**config.mk**
```make
export PLATFORM = sky130hd
export DESIGN_NAME = windowed_watchdog_timer
export DESIGN_NICKNAME = d
export VERILOG_FILES = /design/src/include/wdt_pkg.sv /design/src/hw/windowed_watchdog_timer.sv
export VERILOG_INCLUDE_DIRS = /design/src /design/src/include
export SDC_FILE = /design/constraint.sdc
export NUM_CORES = 1
export LEC_CHECK = 0
export BUFFER_PORTS_ARGS = -buffer_cell sky130_fd_sc_hd__buf_2
export CAP_MARGIN = 20
export CORE_UTILIZATION = 30
export CTS_CLUSTER_DIAMETER = 200
export DETAILED_ROUTE_END_ITERATION = 10
export GPL_TIMING_DRIVEN = 0
export PLACE_DENSITY = 0.57
export SYNTH_ARGS = -nofsm -noshare
export SYNTH_HDL_FRONTEND = slang
export SYNTH_SLANG_ARGS = --single-unit
```
**constraint.sdc**
```tcl
create_clock -name clk -period 3.56 [get_ports clk]
set_clock_uncertainty 0.05 [all_clocks]
set_input_delay 0.178 -clock clk [delete_from_list [all_inputs] [get_ports clk]]
set_output_delay 0.178 -clock clk [all_outputs]
set_load 0.01 [all_outputs]
```
**src/include/wdt_cfg.svh**
```systemverilog
`ifndef WDT_CFG_SVH
`define WDT_CFG_SVH

// Register offsets
`define RESTART_COMMAND_REG_OFF 4'h0
`define WATCHDOG_CONFIG_REG_OFF 4'h4
`define FAULT_FLAGS_REG_OFF 4'h8

// Config field positions
`define CFG_RELOAD_LSB 0
`define CFG_IRQ_EN_BIT 12
`define CFG_RST_EN_BIT 13
`define CFG_PROC_ONLY_BIT 14
`define CFG_OFF_BIT 15
`define CFG_WINDOW_LSB 16
`define CFG_HALT_DBG_BIT 28
`define CFG_HALT_IDLE_BIT 29

// Reset values
`define CFG_RESET_VALUE 32'h3fff2fff
`define FLAGS_RESET_VALUE 2'h0

// Restart key
`define KEY_LSB 24
`define RESTART_KEY 8'ha5
`define RESTART_BIT 0

// Timing: slow clock divided by 128
`define PRESCALE_WIDTH 7
`define PRESCALE_LAST 7'h7f

`endif

```
**src/include/wdt_pkg.sv**
```systemverilog
package wdt_pkg;

  typedef struct packed {
    logic halt_in_idle;
    logic halt_in_debug;
    logic [11:0] restart_window_limit;
    logic watchdog_off;
    logic processor_only_reset_select;
    logic fault_reset_enable;
    logic fault_irq_enable;
    logic [11:0] reload_value;
  } wdt_cfg_s;

  typedef struct packed {
    logic [3:0] addr;
    logic [31:0] wdata;
    logic wr;
    logic rd;
  } reg_req_s;

  typedef struct packed {
    logic fault_irq;
    logic fault_to_reset_ctrl;
    logic fault_proc_only;
  } fault_out_s;

  typedef struct packed {
    wdt_cfg_s cfg;
    logic cfg_locked;
    logic [11:0] count;
    logic [6:0] prescale;
    logic underflow_flag;
    logic window_violation_flag;
    logic [31:0] rdata;
    fault_out_s fault;
  } wdt_state_s;

endpackage
```
**src/hw/windowed_watchdog_timer.sv**
```systemverilog
// Operation
// RL1: 12-bit down counter loaded from reload value
// RL2: Counter ticks at slow clock divided by 128
// RL3: Reload resets to fff, watchdog runs
// RL4: Fault reset enable resets to one
// RL5: Config register written once until reset
// RL6: Config write reloads and restarts counter
// RL7: Keyed restart reloads counter and prescaler
// RL8: Control write needs key a5 in top byte
// RL9: Underflow sets flag, may request reset
// RL10: Early restart is window error, even disabled
// RL11: Window limit at or above reload disables check
// RL12: Flags raise interrupt when irq enabled
// RL13: Proc only select narrows reset scope
// RL14: Watchdog reset clears both flags
// RL15: Status read or reset clears flags, outputs
// RL16: Debug and idle halts stop counter
// RL17: Watchdog off stops the counter, not the window check
// RL18: Config layout and reset value fixed
// RL19: Status bits are sticky underflow and error
// RL20: Seven-bit prescaler wrap decrements counter
`include "wdt_cfg.svh"
`timescale 1ns/1ns
`default_nettype none

module windowed_watchdog_timer (
  input wire logic clk,
  input wire logic rstn,
  input wire logic clk_en,
  input wire logic slow_tick,
  input wire logic debug_state,
  input wire logic idle_state,
  input wire wdt_pkg::reg_req_s req,
  output logic [31:0] rdata,
  output wdt_pkg::fault_out_s fault
);
  import wdt_pkg::*;

  wdt_state_s state_r;
  wdt_state_s state_nxt;
  logic key_ok;
  logic restart_req;
  logic cfg_write;
  logic status_read;
  logic halted;
  logic tick_dec;
  logic in_window;
  logic underflow_ev;
  logic error_ev;
  logic any_flag;

  // ============================================================
  // Request decode
  // ============================================================
  // Key check
  assign key_ok = (req.wdata[31:`KEY_LSB] == `RESTART_KEY);
  assign restart_req = req.wr && (req.addr == `RESTART_COMMAND_REG_OFF) && key_ok &&
                       req.wdata[`RESTART_BIT];
  // Write once
  assign cfg_write = req.wr && (req.addr == `WATCHDOG_CONFIG_REG_OFF) && !state_r.cfg_locked;
  assign status_read = req.rd && (req.addr == `FAULT_FLAGS_REG_OFF);

  // ============================================================
  // Counting
  // ============================================================
  // RL16: debug idle halt
  assign halted = (debug_state && state_r.cfg.halt_in_debug) ||
                  (idle_state && state_r.cfg.halt_in_idle);
  // RL20: prescaler wrap
  assign tick_dec = slow_tick && (state_r.prescale == `PRESCALE_LAST) &&
                    !state_r.cfg.watchdog_off && !halted;
  // RL11: window compare
  assign in_window = (state_r.count <= state_r.cfg.restart_window_limit) ||
                     (state_r.cfg.restart_window_limit >= state_r.cfg.reload_value);
  // RL10: early restart error
  assign error_ev = restart_req && !in_window;
  // RL9: underflow event
  assign underflow_ev = tick_dec && (state_r.count == 12'h000) && !restart_req && !cfg_write;

  // ============================================================
  // Next state
  // ============================================================
  always_comb begin
    state_nxt = state_r;
    // RL2: slow clock divide
    if (slow_tick) begin
      state_nxt.prescale = state_r.prescale + 7'h01;
    end
    if (tick_dec) begin
      // RL1: down counter
      state_nxt.count = state_r.count - 12'h001;
    end
    // RL9: reload after underflow
    if (underflow_ev) begin
      state_nxt.count = state_r.cfg.reload_value;
    end
    // RL7: restart reload
    if (restart_req) begin
      state_nxt.count = state_r.cfg.reload_value;
      state_nxt.prescale = '0;
    end
    // RL6: config reload
    if (cfg_write) begin
      state_nxt.cfg = wdt_cfg_s'(req.wdata[29:0]);
      state_nxt.cfg_locked = 1'b1;
      state_nxt.count = req.wdata[`CFG_RELOAD_LSB +: 12];
      state_nxt.prescale = '0;
    end
    // RL15: read clears
    if (status_read) begin
      state_nxt.underflow_flag = 1'b0;
      state_nxt.window_violation_flag = 1'b0;
    end
    // RL19: sticky set wins
    if (underflow_ev) begin
      state_nxt.underflow_flag = 1'b1;
    end
    if (error_ev) begin
      state_nxt.window_violation_flag = 1'b1;
    end
    // Read data
    state_nxt.rdata = 32'h0000_0000;
    if (req.rd) begin
      if (req.addr == `WATCHDOG_CONFIG_REG_OFF) begin
        state_nxt.rdata = {2'h0, state_r.cfg};
      end else if (status_read) begin
        state_nxt.rdata = {30'h0, state_r.window_violation_flag, state_r.underflow_flag};
      end
    end
    any_flag = state_nxt.underflow_flag || state_nxt.window_violation_flag;
    // RL12: interrupt gate
    state_nxt.fault.fault_irq = any_flag && state_nxt.cfg.fault_irq_enable;
    // RL9: fault request
    state_nxt.fault.fault_to_reset_ctrl = any_flag && state_nxt.cfg.fault_reset_enable;
    // RL13: reset scope
    state_nxt.fault.fault_proc_only = state_nxt.cfg.processor_only_reset_select;
  end

  // ============================================================
  // State register
  // ============================================================
  // RL3 RL4 RL14 RL18: reset values
  always_ff @(posedge clk or negedge rstn) begin
    if (!rstn) begin
      state_r.cfg <= wdt_cfg_s'(30'(`CFG_RESET_VALUE));
      state_r.cfg_locked <= 1'b0;
      state_r.count <= 12'hfff;
      state_r.prescale <= '0;
      state_r.underflow_flag <= 1'b0;
      state_r.window_violation_flag <= 1'b0;
      state_r.rdata <= 32'h0000_0000;
      state_r.fault <= '0;
    end else if (clk_en) begin
      state_r <= state_nxt;
    end
  end

  // RL17: watchdog off gates tick above
  assign rdata = state_r.rdata;
  assign fault = state_r.fault;

endmodule

`default_nettype wire

```
==> flow_summary.yaml, run 1 <==
finish:
  layout.nets: 614
  sequential_cell_area_sq_mm: 0.002151
  multiInputGateArea_sq_mm: 0.002126
  nFillCells: 1545
  final_layout_size_suffix_gt1_share_pct: 38.32
  n_antenna_cell: 0
  area_growth_pct: 20.69
  share_of_the_core_filled_with_cells_pct: 37.32
worst_hold_path:
  hold_path.startpoint: "req[24]"
  hold_path.class: "in -> reg"
cts:
  cts.reportedPaths.clkPinSlew_ns: 0.07
  tritoncts_clock_tree: "yes"
  clock_tree.root_cell: "sky130_fd_sc_hd__clkbuf_16"
  cts-htree-levels: 3
  post_cts_buffers: 0
  clk-insertion-delay-late_ns: 0.34
  cts-buffers-inserted: 9
  cts_hold_repair.buffers: 1
  clk_path_buf_depth: 2
  cts_repair_resize_count: 0
  cts.sinks: 84
route:
  via_count: 3755
  final_antenna_net_count: 0
  totalWireLength_um: 12500
  initialDrtViolationCount: 142
  drt_wl_cell_um: 16.46
  drt_first_pass_iters: 5
  drt_drc_violations_left: 0
  vias_per_cell: 4.947
setup_path:
  critical_path.most_common_cell: "sky130_fd_sc_hd__a21oi_1"
  crit_path_cell_trace: "inv_1 -> ha_1 -> nand4_1 -> or2_2 -> a21oi_1 -> a2111oi_0 -> or3b_1 -> a21oi_1"
  cp-start-kind: "flip-flop"
  path_delay_family: "simple AND/OR/NAND/NOR gates"
  crit_path_start: "state_r[83]"
  worst_setup_path_end_kind: "flip-flop"
  crit_required_ns: 3.78
  timing.critical_path.slowest_stage_cell: "sky130_fd_sc_hd__dfstp_2"
  reg2reg_from: "state_r[83]"
  critical_path_arrival_ns: 2.74
  timing_worst_setup_path_type: "reg -> reg"
  critPathMaxStageDelay_ns: 0.57
  timing.critical_path.buf_inv: 1
  peak_fanout_along_the_critical_path: 4
die:
  die_w_um: 127.6
  die_area_sq_mm: 0.01629
  initial_core_utilization_pct: 30.92
  design.portCount: 79
  row_count: 45
  dieHeight_um: 127.6
  design.core.area_sq_mm: 0.01531
pwr:
  share_clk_of_total_power_pct: 33.6
  power_frac_seq_pct: 46.2
  internal_power_mw: 1.972
  vdd.ir_drop.worst_uv: 211.6
  sw_frac_of_total_pct: 28.74
  cell_leakage_power_nw: 2.623
  combinationalPowerShare_pct: 20.1
  power.density_cell_area_mw_per_mm2: 484.1
  netSwitchingPower_mw: 0.7953
sta:
  fmax_mhz: 396.5
  final_max_slew_viol_count: 0
  worst_slew_margin_rel_pct: 46.75
  worst_pin_slew_ns: 0.7988
  min_period_over_period_pct: 70.85
  finalSetupViolations: 0
  rsz_0062_raised_after_global_routing: "false"
  final.setup.tns_ns: 0
  timing_hold_violations_final: 0
  final_period_minus_worst_setup_slack_ns: 2.522
placed_design:
  dp_hpwl_um: 9547
  routabilityCongestion: 0.8538
  io_buffers: 75
synthesis:
  syn-instance-count: 454
  ys_seq_area_share_pct: 45.42
  async_reset_ff_share_pct: 100.0
  yosys.area.top_type_share_pct: 23.78
  synth.top_cells.by_area: "sky130_fd_sc_hd__dfrtp_1, sky130_fd_sc_hd__dfstp_2, sky130_fd_sc_hd__ha_1"
  synthFlopType: "sky130_fd_sc_hd__dfrtp_1"
  synth_edf_count: 0
  synth_warnings: 0
  syn_area_per_cell_sq_um: 10.43
  ys_seq_elements: 84
  ys_types: 62
  synth_top_area_cell: "sky130_fd_sc_hd__dfrtp_1"
  synthesized_cell_area_sq_mm: 0.004736
global_routing:
  antenna_found_initial: 1
  grt_util_all_layers_pct: 16.19
  grt_pass1_vias: 3766
  grt_start_max_net_pins: 53
  globalRoute.totalOverflow: 0
  wire_length_of_the_first_global_routing_pass_um: 20000
run:
  drv_cap: 0
status:
  status: "finished, final reports clean"
==> layout make-up <==
class	instances	share of cell area [%]
Clock buffer	12	4.313
Tap cell	211	4.619
Timing Repair Buffer	77	7.268
Sequential cell	84	37.63
Inverter	27	1.773
Multi-Input combinational cell	288	37.19
Clock inverter	4	0.8757
Buffer	56	6.327
==> sequential cells by signal (all words and copies together), names as in the netlist <==
| name | count |
|---|---|
| state_r | 51 |
| rdata | 30 |
| fault | 3 |
==> routing by layer <==
metal	track usage (%)	vias up	wire (um)
li1	-	1799	-
met1	19.99	1849	5577
met2	27.71	89	6131
met3	3.266	16	534
met4	6.436	2	242
met5	0	-	10
==> cell usage after synthesis (2+ instances only) <==
| cell type | instances |
|---|---|
| sky130_fd_sc_hd__o2bb2ai_1 | 3 |
| sky130_fd_sc_hd__nand4_1 | 9 |
| sky130_fd_sc_hd__a22oi_1 | 2 |
| sky130_fd_sc_hd__nor2_1 | 17 |
| sky130_fd_sc_hd__nor3_1 | 6 |
| sky130_fd_sc_hd__nand2b_1 | 2 |
| sky130_fd_sc_hd__nor2b_1 | 2 |
| sky130_fd_sc_hd__mux2_2 | 29 |
| sky130_fd_sc_hd__a21oi_1 | 26 |
| sky130_fd_sc_hd__o21ai_2 | 2 |
| sky130_fd_sc_hd__clkbuf_1 | 13 |
| sky130_fd_sc_hd__buf_1 | 4 |
| sky130_fd_sc_hd__and2_1 | 2 |
| sky130_fd_sc_hd__or4_1 | 2 |
| sky130_fd_sc_hd__xor2_1 | 2 |
| sky130_fd_sc_hd__a31oi_1 | 3 |
| sky130_fd_sc_hd__o21ai_0 | 16 |
| sky130_fd_sc_hd__nor4_1 | 5 |
| sky130_fd_sc_hd__a221oi_2 | 2 |
| sky130_fd_sc_hd__o21a_1 | 2 |
| sky130_fd_sc_hd__o21ai_1 | 8 |
| sky130_fd_sc_hd__nand2_1 | 36 |
| sky130_fd_sc_hd__o31ai_1 | 3 |
| sky130_fd_sc_hd__nand3_1 | 9 |
| sky130_fd_sc_hd__and3_1 | 2 |
| sky130_fd_sc_hd__o211ai_1 | 8 |
| sky130_fd_sc_hd__inv_1 | 26 |
| sky130_fd_sc_hd__buf_4 | 36 |
| sky130_fd_sc_hd__dfstp_2 | 39 |
| sky130_fd_sc_hd__dfrtp_1 | 45 |
| sky130_fd_sc_hd__ha_1 | 27 |
| sky130_fd_sc_hd__buf_6 | 2 |
| sky130_fd_sc_hd__o41ai_1 | 2 |
| sky130_fd_sc_hd__a22o_1 | 29 |
| sky130_fd_sc_hd__nor4b_1 | 2 |
| sky130_fd_sc_hd__a211oi_1 | 2 |
| sky130_fd_sc_hd__a2111oi_0 | 2 |
| sky130_fd_sc_hd__a21o_1 | 3 |
==> layout by cell type (no fill, tap or decap), drive strengths merged, types with 3 or more instances in the layout <==
cell type | synthesis | layout
a21oi | 26 | 26
or2 | 3 | 3
dfstp | 39 | 39
clkbuf | 13 | 25
nor4b | 3 | 3
mux2 | 29 | 29
buf | 43 | 119
o21ai | 26 | 26
nor3 | 6 | 6
nand4 | 10 | 10
o2bb2ai | 3 | 3
a31oi | 4 | 4
dfrtp | 45 | 45
nor2 | 17 | 17
a21o | 3 | 3
or4 | 3 | 3
inv | 27 | 27
nand3 | 9 | 9
o31ai | 3 | 3
a22o | 29 | 29
nand2 | 36 | 36
nor4 | 5 | 5
ha | 27 | 27
o211ai | 9 | 9
==> worst register-to-register path, cell delays in order, from the launching register on <==
cell and delay (ns):
sky130_fd_sc_hd__dfstp_2 0.57, sky130_fd_sc_hd__inv_1 0.05, sky130_fd_sc_hd__ha_1 0.31, sky130_fd_sc_hd__nand4_1 0.16, sky130_fd_sc_hd__or2_2 0.34, sky130_fd_sc_hd__a21oi_1 0.20, sky130_fd_sc_hd__a2111oi_0 0.09, sky130_fd_sc_hd__or3b_1 0.49
sky130_fd_sc_hd__a21oi_1 0.18
==> through the flow <==
| stage | total power, mW | area (sq um) | std cells | setup WS [ns] | hold WS [ns] |
|---|---|---|---|---|---|
| 6_report | 2.767 | 5715 | 759 | 1.038 | 0.02405 |
| 5_1_grt | 2.939 | 5715 | 759 | 0.9628 | 0.01700 |
| 4_1_cts | 2.795 | 5715 | 759 | 1.064 | 0.01467 |
| 3_5_place_dp | 1.850 | 5409 | 742 | 0.8611 | 0.1083 |
| 3_3_place_gp | 1.820 | 5379 | 741 | 0.8783 | 0.3619 |
| 2_1_floorplan | 1.641 | 4740 | 455 | 1.447 | -0.1676 |
==> power groups by stage <==
stage	Sequential [mW]	Clock [mW]	Combinational, mW
2_1_floorplan	1.24	0	0.401
3_3_place_gp	1.29	0	0.534
3_5_place_dp	1.29	0	0.557
4_1_cts	1.28	0.956	0.562
5_1_grt	1.30	0.999	0.639
6_report	1.28	0.931	0.557
==> path summary, 6_finish.rpt <==
check,end,slack (ns),depth (start not counted)
max,fault[1],1.04,8
min,state_r[79],0.02,2
max reg2reg,fault[1],1.04,8
min reg2reg,state_r[65],0.44,2
max in group asynchronous,state_r[77],2.50,3
min in group asynchronous,rdata[1],0.28,2
==> cells by family (layout without fill, tap and decap cells) <==
| kind of cell | count (synthesis) | in the layout | share of synthesized area, % |
|---|---|---|---|
| AO/OA/AOI/OAI | 120 | 120 | 18.28 |
| AND/OR/NAND/NOR | 107 | 107 | 11.86 |
| flip-flops | 84 | 84 | 45.42 |
| buffers and inverters | 83 | 176 | 9.775 |
| multiplexers | 29 | 29 | 6.896 |
| adder cells (fa/ha/maj) | 27 | 27 | 7.133 |
| XOR/XNOR | 3 | 3 | 0.5549 |
| other | 1 | 2 | 0.07918 |
(Power assumes the default switching activity.)
==> run 2, diff against run 1 <==
==> constraint.sdc (replaced) <==
create_clock -name clk -period 2.6 [get_ports clk]
set_clock_uncertainty 0.05 [all_clocks]
set_input_delay 0.13 -clock clk [delete_from_list [all_inputs] [get_ports clk]]
set_output_delay 0.13 -clock clk [all_outputs]
set_load 0.01 [all_outputs]
==> run 2 against run 1 <==
Power increased by 37%. Wire length rose by 0.28%. Non-clock buffer count increased by 17. Critical endpoint is now state_r[35]. Highest routed layer unchanged.
==> flow_summary.yaml, run 2 (same netlist as run 1, synthesis figures left out) <==
setup_path:
  timing_worst_setup_path_type: "reg -> reg"
  cp-endpoint: "state_r[35]"
  worst_setup_path_end_kind: "flip-flop"
  crit_path_start: "state_r[83]"
  peak_fanout_along_the_critical_path: 4
  reg2reg_from: "state_r[83]"
  crit_required_ns: 2.81
  critical_path_arrival_ns: 2.69
  r2r_setup_slack_ns: 0.13
  r2r_cells: 8
  timing.rr.end: "state_r[35]"
  cp-start-kind: "flip-flop"
route:
  drt_first_pass_iters: 4
  vias_per_cell: 4.915
  drt_wl_cell_um: 16.15
  totalWireLength_um: 12530
  drt_drc_violations_left: 0
  via_count: 3814
  initialDrtViolationCount: 174
  final_antenna_net_count: 0
placed_design:
  dp_hpwl_um: 9547
  post-place-ws_ns: -0.05089
  post_dp_cell_area_sq_mm: 0.005409
  routabilityCongestion: 0.8538
  io_buffers: 75
sta:
  fmax_mhz: 404.2
  rsz_0062_raised_after_global_routing: "false"
  finalSetupViolations: 0
  worst_slack_ns: 0.1260
  final_max_slew_viol_count: 0
  timing_hold_violations_final: 0
  final.setup.tns_ns: 0
  worst_pin_slew_ns: 0.7737
  final_period_minus_worst_setup_slack_ns: 2.474
  worst_slew_margin_rel_pct: 48.42
  min_period_over_period_pct: 95.15
global_routing:
  grt_pass1_vias: 3833
  wire_length_of_the_first_global_routing_pass_um: 20170
  grt_util_all_layers_pct: 16.32
  antenna_found_initial: 1
  globalRoute.totalOverflow: 0
  grt_start_max_net_pins: 53
status:
  status: "finished, final reports clean"
die:
  design.core.area_sq_mm: 0.01531
  row_count: 45
  dieHeight_um: 127.6
  initial_core_utilization_pct: 30.92
  die_w_um: 127.6
  die_area_sq_mm: 0.01629
  design.portCount: 79
finish:
  final_layout_size_suffix_gt1_share_pct: 37.17
  largest_register_ffs: 51
  post-route-cell-area_sq_mm: 0.005886
  layout_commonest_cell: "sky130_fd_sc_hd__buf_2"
  n_antenna_cell: 0
  area_growth_pct: 24.28
  layout.nets: 631
  multiInputGateArea_sq_mm: 0.002126
  top_register: "state_r"
  sequential_cell_area_sq_mm: 0.002151
  regs_by_ff_count: "state_r x51, rdata x30, fault x3"
  share_of_the_core_filled_with_cells_pct: 38.43
  nFillCells: 1528
  final_cell_mix: "sky130_fd_sc_hd__buf_2, sky130_fd_sc_hd__dfrtp_1, sky130_fd_sc_hd__dfstp_2, sky130_fd_sc_hd__buf_4, sky130_fd_sc_hd__nand2_1"
run:
  drv_cap: 0
pwr:
  power.total_mw: 3.802
  vdd.ir_drop.worst_uv: 288.7
  power.density_cell_area_mw_per_mm2: 645.9
  cell_leakage_power_nw: 2.694
cts:
  cts-htree-levels: 3
  cts.reportedPaths.clkPinSlew_ns: 0.07
  clk_path_buf_depth: 2
  cts.sinks: 84
  tritoncts_clock_tree: "yes"
  post_cts_buffers: 0
  clock_tree.root_cell: "sky130_fd_sc_hd__clkbuf_16"
  cts-buffers-inserted: 9
  clk-insertion-delay-late_ns: 0.34
worst_hold_path:
  hold_path.startpoint: "req[30]"
  hold_path.class: "in -> reg"
-- run 2: changes by cell type in the layout (fill, tap and decap cells not counted), sizes merged --
cell / delta
dlygate4sd3: +17
-- run 2: area by class of cell --
type	count	area share, %
tap	211	4.486
buffer	56	6.144
sequential	84	36.54
timing repair buffer	94	9.949
clock buffer	12	4.188
inverter	27	1.722
clock inverter	4	0.8503
multi-input combinational	288	36.12
-- run 2: through the flow --
stage               hold WS, ns  std cells
floorplan               -0.2156        455
global placement         0.3139        741
detailed placement      0.06026        742
CTS                   0.0001971        775
global route          0.0007816        776
finish                 0.007585        776
-- run 2: worst max-delay path, cell delays in order (launching register included) --
cell and delay (ns):
sky130_fd_sc_hd__dfstp_2 0.57, sky130_fd_sc_hd__inv_1 0.05, sky130_fd_sc_hd__ha_1 0.31, sky130_fd_sc_hd__nand4_1 0.15
sky130_fd_sc_hd__or2_2 0.34, sky130_fd_sc_hd__a21oi_1 0.20, sky130_fd_sc_hd__a2111oi_0 0.09, sky130_fd_sc_hd__or3b_1 0.47
sky130_fd_sc_hd__o21ai_1 0.16
-- run 2: repair_timing --
item                       4_1_cts  5_1_grt
hold endpoints to repair        40        1
gates resized for setup          0        0
hold buffers                    17        1
setup endpoints to repair        0        1
-- run 2: routing by layer --
layer / wire length, um / GRT usage (%) / vias up
met4: 276 / 6.436 / 2
met1: 5556 / 20.22 / 1867
met5: 10 / 0 / -
met2: 6145 / 27.93 / 88
met3: 543 / 3.183 / 18
li1: - / - / 1839
-- run 2: report_power, final --
| part | switching [mW] | total (mW) | internal, mW |
|---|---|---|---|
| combinational | 0.394 | 0.780 | 0.386 |
| sequential | 0.190 | 1.75 | 1.56 |
| clock | 0.502 | 1.27 | 0.769 |
| total | 1.09 | 3.80 | 2.72 |
-- run 2: worst min-delay path by stage --
stage,slack [ns],cells after the start,end
detailed placement,0.06,1,rdata[0]
floorplan,-0.22,0,fault[0]
finish,0.008,2,state_r[85]
global placement,0.31,2,state_r[72]
global route,0.0008,2,state_r[68]
CTS,0.0002,2,state_r[85]
==> run 3, diff against run 2 <==
--- a/config.mk
+++ b/config.mk
@@ -13,6 +13,7 @@
 export DETAILED_ROUTE_END_ITERATION = 10
 export GPL_TIMING_DRIVEN = 0
 export PLACE_DENSITY = 0.57
+export RECOVER_POWER = 100
 export SYNTH_ARGS = -nofsm -noshare
 export SYNTH_HDL_FRONTEND = slang
 export SYNTH_SLANG_ARGS = --single-unit
==> run 3 against run 2 <==
The flow now finishes with violations (capacitance limit, slew limit). Setup slack worse by 0.0080 ns. Cell area shrank 0.94%. Sequential share of layout area increased by 0.35 points. Wire length increased by 0.88%. Maximum frequency is 0.32% lower. Combinational power about the same. Power about the same. Register-to-register slack about the same. Non-clock buffer count unchanged. Critical path type unchanged. Critical endpoint unchanged.
==> flow_summary.yaml, run 3 (same netlist as run 1, synthesis figures left out) <==
route:
  drt_drc_violations_left: 0
  initialDrtViolationCount: 163
  drt_wl_cell_um: 16.29
  drt_first_pass_iters: 5
  totalWireLength_um: 12640
  final_antenna_net_count: 0
  via_count: 3851
  vias_per_cell: 4.963
status:
  status: "finished, violations left"
  violated_checks: "capacitance limit, slew limit"
worst_hold_path:
  hold_path.class: "in -> reg"
global_routing:
  antenna_found_initial: 1
  grt_util_all_layers_pct: 16.32
  grt_pass1_vias: 3833
  wire_length_of_the_first_global_routing_pass_um: 20170
  grt_start_max_net_pins: 53
  globalRoute.totalOverflow: 0
finish:
  regs_by_ff_count: "state_r x51, rdata x30, fault x3"
  post-route-cell-area_sq_mm: 0.005831
  area_growth_pct: 23.12
  layout_commonest_cell: "sky130_fd_sc_hd__clkbuf_1"
  layout.nets: 631
  final_cell_mix: "sky130_fd_sc_hd__clkbuf_1, sky130_fd_sc_hd__dfrtp_1, sky130_fd_sc_hd__buf_2, sky130_fd_sc_hd__dfstp_2"
  n_antenna_cell: 0
  final_layout_size_suffix_gt1_share_pct: 30.27
  largest_register_ffs: 51
  top_register: "state_r"
  final_cell_count_no_fill: 776
sta:
  final_period_minus_worst_setup_slack_ns: 2.482
  fmax_mhz: 402.9
  min_period_over_period_pct: 95.46
  worst_slew_margin_rel_pct: -27.64
  worst_pin_slew_ns: 1.915
  final_max_slew_viol_count: 33
  timing_hold_violations_final: 0
  final.setup.tns_ns: 0
  finalSetupViolations: 0
  worst_slack_ns: 0.1180
  rsz_0062_raised_after_global_routing: "false"
cts:
  tritoncts_clock_tree: "yes"
  cts-htree-levels: 3
  clk_path_buf_depth: 2
  cts-buffers-inserted: 9
  post_cts_buffers: 0
  cts_repair_resize_count: 0
  clock_tree.root_cell: "sky130_fd_sc_hd__clkbuf_16"
  clk-insertion-delay-late_ns: 0.34
  cts.reportedPaths.clkPinSlew_ns: 0.07
  cts.sinks: 84
setup_path:
  cp-start-kind: "flip-flop"
  critical_path_arrival_ns: 2.70
  worst_setup_path_end_kind: "flip-flop"
  peak_fanout_along_the_critical_path: 4
  timing_worst_setup_path_type: "reg -> reg"
  crit_required_ns: 2.82
die:
  dieHeight_um: 127.6
  design.core.area_sq_mm: 0.01531
  die_area_sq_mm: 0.01629
  die_w_um: 127.6
  initial_core_utilization_pct: 30.92
  design.portCount: 79
  row_count: 45
pwr:
  power.total_mw: 3.804
  power.density_cell_area_mw_per_mm2: 652.4
  cell_leakage_power_nw: 2.536
  vdd.ir_drop.worst_uv: 291.9
placed_design:
  io_buffers: 75
  post_dp_cell_area_sq_mm: 0.005409
  routabilityCongestion: 0.8538
  post-place-ws_ns: -0.05089
  dpl.cell_count: 742
  dp_hpwl_um: 9547
run:
  drv_cap: 1
run 3: cell count changes in the layout (fill, tap and decap cells not counted), sizes merged:
cell / change
clkbuf: +41
buf: -41
run 3: final cells by class:
class | instances | area, sq um
repair buffers | 94 | 538.0
flip-flops and latches | 84 | 2151
clock buffers | 12 | 246.5
fillers | 1555 | 9484
well taps | 211 | 264.0
plain buffers | 56 | 354.1
clock inverters | 4 | 50.05
inverters | 27 | 101.3
multi-input cells | 288 | 2126
run 3: layer usage:
layer	share of wire [%]	track usage [%]	wire (um)
met1	45	20.22	5635
met2	49	27.93	6166
met3	4.3	3.183	548
met4	2.2	6.436	279
met5	0.079	0	10
run 3: timing repair:
action                                 4_1_cts  5_1_grt
endpoints found under the hold margin       40        1
setup endpoints to repair                    0        1
hold buffers                                17        1
run 3: power by group:
group	leakage [nW]	internal [mW]	total (mW)	switching, mW
sequential	1.02	1.56	1.75	0.192
combinational	1.38	0.382	0.777	0.395
clock	0.139	0.769	1.27	0.505
run 3: path summary, 6_finish.rpt:
check / cells after the start / slack [ns] / end / startpoint
max: 8 / 0.12 / state_r[35] / state_r[83]
min: 2 / 0.006 / state_r[85] / req[30]
max reg2reg: 8 / 0.12 / state_r[35] / state_r[83]
min reg2reg: 1 / 0.45 / state_r[56] / state_r[56]
max in group asynchronous: 2 / 0.58 / rdata[10] / rstn
min in group asynchronous: 2 / 0.81 / rdata[0] / rstn
run 3: critical path, stage by stage (launching register included):
cell,delay (ns)
sky130_fd_sc_hd__dfstp_2,0.57
sky130_fd_sc_hd__inv_1,0.05
sky130_fd_sc_hd__ha_1,0.31
sky130_fd_sc_hd__nand4_1,0.15
sky130_fd_sc_hd__or2_2,0.34
sky130_fd_sc_hd__a21oi_1,0.20
sky130_fd_sc_hd__a2111oi_0,0.09
sky130_fd_sc_hd__or3b_1,0.47
sky130_fd_sc_hd__o21ai_1,0.16
run 3: metrics by stage:
step / util, % / hold WS [ns]
after floorplan: - / -0.2156
after global placement: 35.12 / 0.3139
after detailed placement: 35.32 / 0.06026
after CTS: 38.37 / 0.0001971
after global routing: 38.07 / 0.0007816
final: 38.07 / 0.005768
